===== src/rtl/acif_pkg.sv =====
// Package: register map, field positions, reset values and timing of the converter control block.
// Assumes a 100 MHz system clock and a 32-bit Avalon-MM register bus.
package acif_pkg;
    // Register indices; byte address is four times the index
    localparam logic [7:0] IDX_CTRL = 8'h34;
    localparam logic [7:0] IDX_RES_LO = 8'h35;
    localparam logic [7:0] IDX_RES_HI = 8'h36;
    localparam logic [7:0] IDX_IEN2 = 8'h3f;
    localparam logic [7:0] IDX_IRQ_STAT = 8'h40;
    localparam logic [7:0] IDX_IRQ_CLR = 8'h41;
    localparam logic [7:0] IDX_IRQ_EN = 8'h42;
    localparam int ADDR_W = 10;
    // Control register fields
    localparam int CTRL_CH_LSB = 0;
    localparam int CTRL_DONE_BIT = 4;
    // Second interrupt enable register fields
    localparam int IEN2_ADC_BIT = 6;
    localparam int IEN2_FIX0_BIT = 7;
    // Interrupt status fields
    localparam int IRQ_DONE_BIT = 0;
    // Reset values
    localparam logic [2:0] CH_RST = 3'h0;
    localparam logic DONE_RST = 1'b1;
    localparam logic [7:0] IEN2_RST = 8'h00;
    localparam logic [9:0] RES_RST = 10'h000;
    localparam logic [9:0] SAR_MSB = 10'h200;
    localparam logic [3:0] SAR_TOP_BIT = 4'h9;
    // Avalon responses
    localparam logic [1:0] RESP_OK = 2'b00;
    localparam logic [1:0] RESP_SLVERR = 2'b10;
    // Timing: comparator settle time per result bit
    localparam int CLK_PERIOD_NS = 10;
    localparam int BIT_TIME_NS = 100;
    localparam int BIT_CYC_I = (BIT_TIME_NS + CLK_PERIOD_NS - 1) / CLK_PERIOD_NS;
    localparam logic [7:0] BIT_CYC = 8'(BIT_CYC_I < 1 ? 1 : BIT_CYC_I);
    // Converter states
    typedef enum logic [1:0] {
        ST_IDLE = 2'b00,
        ST_CONV = 2'b01
    } acif_state_t;
    // Analog front end controls
    typedef struct packed {
        logic [2:0] chan;
        logic [9:0] trial;
        logic busy;
    } acif_ana_t;
endpackage


===== src/rtl/acif_top.sv =====
// Converter control block: channel select, successive approximation sequencer,
// result registers, interrupt enables and an Avalon-MM slave with waitrequest.
// Assumes an external analog mux, trial DAC and comparator answering within one bit time.
`timescale 1ns/1ps
module acif_top (
    // Clock and reset
    input wire logic clk,
    input wire logic sys_rst,
    // Avalon-MM slave
    input wire logic [acif_pkg::ADDR_W-1:0] avs_address,
    input wire logic avs_read,
    input wire logic avs_write,
    input wire logic [3:0] avs_byteenable,
    input wire logic [31:0] avs_writedata,
    output logic [31:0] avs_readdata,
    output logic [1:0] avs_response,
    output logic avs_waitrequest,
    // Analog front end
    output acif_pkg::acif_ana_t ana_ctrl,
    input wire logic comp_above,
    // Interrupts
    output logic [7:0] int_enable_second,
    output logic irq
);
    logic ack_q;
    logic [31:0] rdata_q;
    logic [1:0] resp_q;
    logic [2:0] chan_q;
    logic done_q;
    logic [7:0] ien2_q;
    logic [9:0] result_q;
    logic [9:0] trial_q;
    logic [3:0] bit_q;
    logic [7:0] cyc_q;
    logic stat_q;
    acif_pkg::acif_state_t st_q;

    // Bus decode
    wire logic req = avs_read | avs_write;
    wire logic take = req & ack_q;
    wire logic [7:0] idx = avs_address[acif_pkg::ADDR_W-1:2];
    wire logic lane0 = avs_byteenable[0];
    wire logic hit_ctrl = idx == acif_pkg::IDX_CTRL;
    wire logic hit_lo = idx == acif_pkg::IDX_RES_LO;
    wire logic hit_hi = idx == acif_pkg::IDX_RES_HI;
    wire logic hit_ien2 = idx == acif_pkg::IDX_IEN2;
    wire logic hit_stat = idx == acif_pkg::IDX_IRQ_STAT;
    wire logic hit_clr = idx == acif_pkg::IDX_IRQ_CLR;
    wire logic hit_en = idx == acif_pkg::IDX_IRQ_EN;
    wire logic mapped = hit_ctrl | hit_lo | hit_hi | hit_ien2 | hit_stat | hit_clr | hit_en;
    wire logic wr_ok = avs_write & take & lane0;
    wire logic wr_ctrl = wr_ok & hit_ctrl;
    wire logic wr_ien2 = wr_ok & hit_ien2;
    wire logic wr_en = wr_ok & hit_en;
    wire logic wr_clr = wr_ok & hit_clr;

    // Read views
    wire logic [7:0] ctrl_view = {3'b000, done_q, 1'b0, chan_q};
    wire logic [7:0] lo_view = result_q[7:0];
    wire logic [7:0] hi_view = {6'b00_0000, result_q[9:8]};
    wire logic [7:0] stat_view = {7'b000_0000, stat_q};
    wire logic [7:0] en_view = {7'b000_0000, ien2_q[acif_pkg::IEN2_ADC_BIT]};
    wire logic [7:0] rd_mux = hit_ctrl ? ctrl_view :
                              hit_lo ? lo_view :
                              hit_hi ? hi_view :
                              hit_ien2 ? ien2_q :
                              hit_stat ? stat_view :
                              hit_en ? en_view : 8'h00;

    // Sequencer decode
    wire logic step_end = (st_q == acif_pkg::ST_CONV) & (cyc_q == 8'h01);
    wire logic last_bit = bit_q == 4'h0;
    wire logic conv_done = step_end & last_bit & ~wr_ctrl;
    wire logic [9:0] bit_mask = 10'h001 << bit_q;
    wire logic [9:0] kept = comp_above ? trial_q : (trial_q & ~bit_mask);
    wire logic [9:0] next_trial = kept | (bit_mask >> 1);

    // One wait cycle per access, then the answer
    always_ff @(posedge clk) begin
        if (sys_rst) begin
            ack_q <= 1'b0;
            rdata_q <= 32'h0000_0000;
            resp_q <= acif_pkg::RESP_OK;
        end else begin
            ack_q <= req & ~ack_q;
            rdata_q <= {24'h00_0000, rd_mux};
            resp_q <= mapped ? acif_pkg::RESP_OK : acif_pkg::RESP_SLVERR;
        end
    end

    // Control register and conversion start
    always_ff @(posedge clk) begin
        if (sys_rst) begin
            chan_q <= acif_pkg::CH_RST;
            done_q <= acif_pkg::DONE_RST;
        end else if (wr_ctrl) begin
            chan_q <= avs_writedata[acif_pkg::CTRL_CH_LSB +: 3];
            done_q <= 1'b0;
        end else if (conv_done) begin
            done_q <= 1'b1;
        end
    end

    // Second interrupt enable register, bit 6 also reachable via the enable register
    always_ff @(posedge clk) begin
        if (sys_rst) begin
            ien2_q <= acif_pkg::IEN2_RST;
        end else if (wr_ien2) begin
            ien2_q <= avs_writedata[7:0];
        end else if (wr_en) begin
            ien2_q[acif_pkg::IEN2_ADC_BIT] <= avs_writedata[acif_pkg::IRQ_DONE_BIT];
        end
    end

    // Sticky completion flag; a new completion beats a clear
    always_ff @(posedge clk) begin
        if (sys_rst) begin
            stat_q <= 1'b0;
        end else if (conv_done) begin
            stat_q <= 1'b1;
        end else if (wr_clr & avs_writedata[acif_pkg::IRQ_DONE_BIT]) begin
            stat_q <= 1'b0;
        end
    end

    // Successive approximation sequencer, MSB first, one bit time per step
    always_ff @(posedge clk) begin
        if (sys_rst) begin
            st_q <= acif_pkg::ST_IDLE;
            trial_q <= acif_pkg::RES_RST;
            bit_q <= acif_pkg::SAR_TOP_BIT;
            cyc_q <= acif_pkg::BIT_CYC;
            result_q <= acif_pkg::RES_RST;
        end else if (wr_ctrl) begin
            st_q <= acif_pkg::ST_CONV;
            trial_q <= acif_pkg::SAR_MSB;
            bit_q <= acif_pkg::SAR_TOP_BIT;
            cyc_q <= acif_pkg::BIT_CYC;
        end else begin
            case (st_q)
                acif_pkg::ST_IDLE: begin
                    cyc_q <= acif_pkg::BIT_CYC;
                end
                acif_pkg::ST_CONV: begin
                    if (!step_end) begin
                        cyc_q <= cyc_q - 8'h01;
                    end else if (last_bit) begin
                        st_q <= acif_pkg::ST_IDLE;
                        trial_q <= kept;
                        result_q <= kept;
                    end else begin
                        trial_q <= next_trial;
                        bit_q <= bit_q - 4'h1;
                        cyc_q <= acif_pkg::BIT_CYC;
                    end
                end
                default: begin
                    st_q <= acif_pkg::ST_IDLE;
                end
            endcase
        end
    end

    // Outputs
    assign avs_waitrequest = req & ~ack_q;
    assign avs_readdata = rdata_q;
    assign avs_response = resp_q;
    assign ana_ctrl.chan = chan_q;
    assign ana_ctrl.trial = trial_q;
    assign ana_ctrl.busy = st_q == acif_pkg::ST_CONV;
    assign int_enable_second = ien2_q;
    assign irq = stat_q & ien2_q[acif_pkg::IEN2_ADC_BIT];
endmodule


===== config.mk =====
export PLATFORM = sky130hd
export DESIGN_NAME = acif_top
export DESIGN_NICKNAME = d
export VERILOG_FILES = /design/src/rtl/acif_pkg.sv /design/src/rtl/acif_top.sv
export SDC_FILE = /design/constraint.sdc
export NUM_CORES = 1
export LEC_CHECK = 0
export ABC_AREA = 1
export BUFFER_PORTS_ARGS = -buffer_cell sky130_fd_sc_hd__buf_2
export CAP_MARGIN = 10
export CORE_ASPECT_RATIO = 0.8
export CORE_MARGIN = 1.5
export CORE_UTILIZATION = 45
export CTS_CLUSTER_DIAMETER = 200
export CTS_CLUSTER_SIZE = 40
export DETAILED_ROUTE_END_ITERATION = 16
export GPL_ROUTABILITY_DRIVEN = 0
export PLACE_DENSITY = 0.76
export SKIP_CTS_REPAIR_TIMING = 1
export SLEW_MARGIN = 40
export SYNTH_ARGS = -nofsm -noshare
export SYNTH_HDL_FRONTEND = slang
export SYNTH_SLANG_ARGS = --single-unit

===== constraint.sdc =====
create_clock -name clk -period 2.8 [get_ports clk]
set_input_delay 0.56 -clock clk [delete_from_list [all_inputs] [get_ports clk]]
set_output_delay 0.56 -clock clk [all_outputs]
set_load 0.01 [all_outputs]

==> run summary <==
status - completed
CP cell instances - inv_1 > ha_1 > inv_1 > nor2_1 > nand3_1 > nand2_1 > nand2_1 > o21ai_0 > nor2_1
first drt pass iteration count - 5
ratio of cells with drive above 1 in the final layout - 0.1971
vias in the first global route - 2504
Max-cap violations - 0
R2R Setup Slk - 0.81 ns
Reg clk slew, reported paths - 0.10 ns
Setup crit start kind - flip-flop
Initial Utilization - 0.4714
Hold Slack - 0.4625 ns
Seq cells post-synth - 56
Critical Path Source - cyc_q[1]
maximum number of pins on one net before global-route repair - 21
fmax - 0.5035 GHz
I/O pin count - 109
worst reg2reg startpoint - cyc_q[1]
Worst EP arrival - 2.21 ns
1st-iter DRT viols - 117
Clock Root Buffer - clkbuf_8
Avg WL per Cell - 12.03 um
clock skew - 0.003645 ns
DP HPWL - 5124 um
H-tree Lvls - 2
Clock Tree Buf Depth - 2
final core occ - 0.5247
CP required - 3.02 ns
# nets final - 534
Die Span Y - 76.66 um
P&R area growth vs syn - 11.32%
I/O Buffers - 54
Tot GR Track Use - 0.1946
via count - 2750
final setup vio count - 0
Site Rows - 26
DRC - 0
vias per inst - 4.902
synth warn - 0
core area - 6474 um2
Synth async-reset ratio - 0
RSZ-0062 raised after global routing - false
antenna cells - 0
Remaining Overflow, GRT - 0
Die X-Extent - 95.07 um
Final Cycle Share - 0.7093
hold path startpoint - ack_q
Crit-path slowest cell - nand3_1
slowest stage delay, CP - 0.45 ns
Routed WL - 6750 um
number of synthesized flops with an enable pin - 0
worst hold path type - flip-flop to flip-flop
Synth Flop Type - dfxtp_1
cell area power density - 433.5 nW/um2
TritonCTS Buffers - 5
Final ANT Viol Nets - 0
commonest non-fill, non-tap cells in the layout - nand2_1 (94), dfxtp_1 (56), buf_2 (54)
Setup CP Type - flip-flop to flip-flop
P_leak - 1.631 nW
Least-Margin Pin Slew - 0.5823 ns
first-pass GRT wire length - 11260 um
sequential fraction of the synthesis area - 0.3674
Slew HR - 0.6107
Slew Limit Fails - 0
CP max FO - 15
Avg Cell Area, Syn - 7.197 um2
fin crit period - 1.986 ns
CTS sink cnt - 56
initial antenna violation count - 0
sum of buffers and inverters on the critical path - 2
Die Area - 7288 um2
Mapped Area - 3052 um2
TritonCTS clock tree - done
Synth cell types - 35
Post-Syn Instances - 424
Peak VDD IR - 248.9 uV
Hold Fails Final Rpt - 0
later-pin clock latency in the skew report - 0.32 ns
commonest non-fill, non-tap cell in the layout - nand2_1
CP endpoint kind - flip-flop
setup TNS - 0 ns
cell family with most CP delay - simple AND/OR/NAND/NOR gates
## sequential cells by signal, indices dropped and copies added, names as in the netlist
register           cells
done_q                 1
cyc_q                  8
avs_response           1
bit_q                  4
ack_q                  1
chan_q                 3
int_enable_second      8
trial_q               10
st_q                   1
stat_q                 1
avs_readdata           8
result_q              10
## kinds of logic (layout without fill, tap and decap cells)
logic type	Yosys count	in the layout	share of synthesized area
simple gates	216	216	0.3419
buf+inv	82	111	0.1402
compound gates	56	56	0.1033
flops	56	56	0.3674
fa+ha+maj	7	7	0.02870
xor+xnor	6	6	0.01722
other cells	1	25	0.001229
## layout make-up
class,count,area [um2]
Inverter,47,181.4
Clock inverter,3,42.54
Tap cell,84,105.1
Fill cell,630,3077
Timing Repair Buffer,56,285.3
Sequential cell,56,1121
Clock buffer,5,68.82
Multi-Input combinational cell,310,1593
## worst paths after layout
check | cells after the start | to
max | 9 | cyc_q[0]
min | 1 | ack_q
max reg2reg | 9 | cyc_q[0]
min reg2reg | 1 | ack_q
## synth_stat cells (7+ instances only)
library cell	number	area share
dfxtp_1	56	0.37
o21ai_0	16	0.026
buf_4	25	0.062
nand2_1	94	0.12
nand3_1	37	0.061
nand4_1	15	0.031
buf_2	8	0.013
inv_1	42	0.052
a21oi_1	23	0.038
nor2_1	38	0.047
ha_1	7	0.029
nor3_1	8	0.013
## per-layer routing
| layer | wire (um) | vias to the layer above | global-route usage |
|---|---|---|---|
| met1 | 3321 | 1250 | 0.2681 |
| met3 | 366 | 4 | 0.04762 |
| met4 | 49 | 0 | 0.04776 |
| met2 | 3013 | 66 | 0.3028 |
| li1 | - | 1430 | - |
| met5 | 0 | - | 0 |
## through the flow
| stage | instances | total power [mW] | setup WS [ns] | instance area, um2 |
|---|---|---|---|---|
| after floorplan | 448 | 0.9240 | 1.248 | 3142 |
| after global placement | 553 | 0.9389 | 0.7567 | 3286 |
| after detailed placement | 553 | 0.9405 | 0.7090 | 3286 |
| after CTS | 561 | 1.481 | 0.8023 | 3397 |
| after global routing | 561 | 1.531 | 0.6085 | 3397 |
| final | 561 | 1.472 | 0.8140 | 3397 |
## report_power, final
group	internal, mW	leakage [nW]	switching [mW]
Sequential	0.804	0.452	0.00597
Clock	0.265	0.0541	0.283
Combinational	0.0338	1.12	0.0804
Total	1.10	1.63	0.370
No activity file was read; power rests on OpenSTA's default activity.
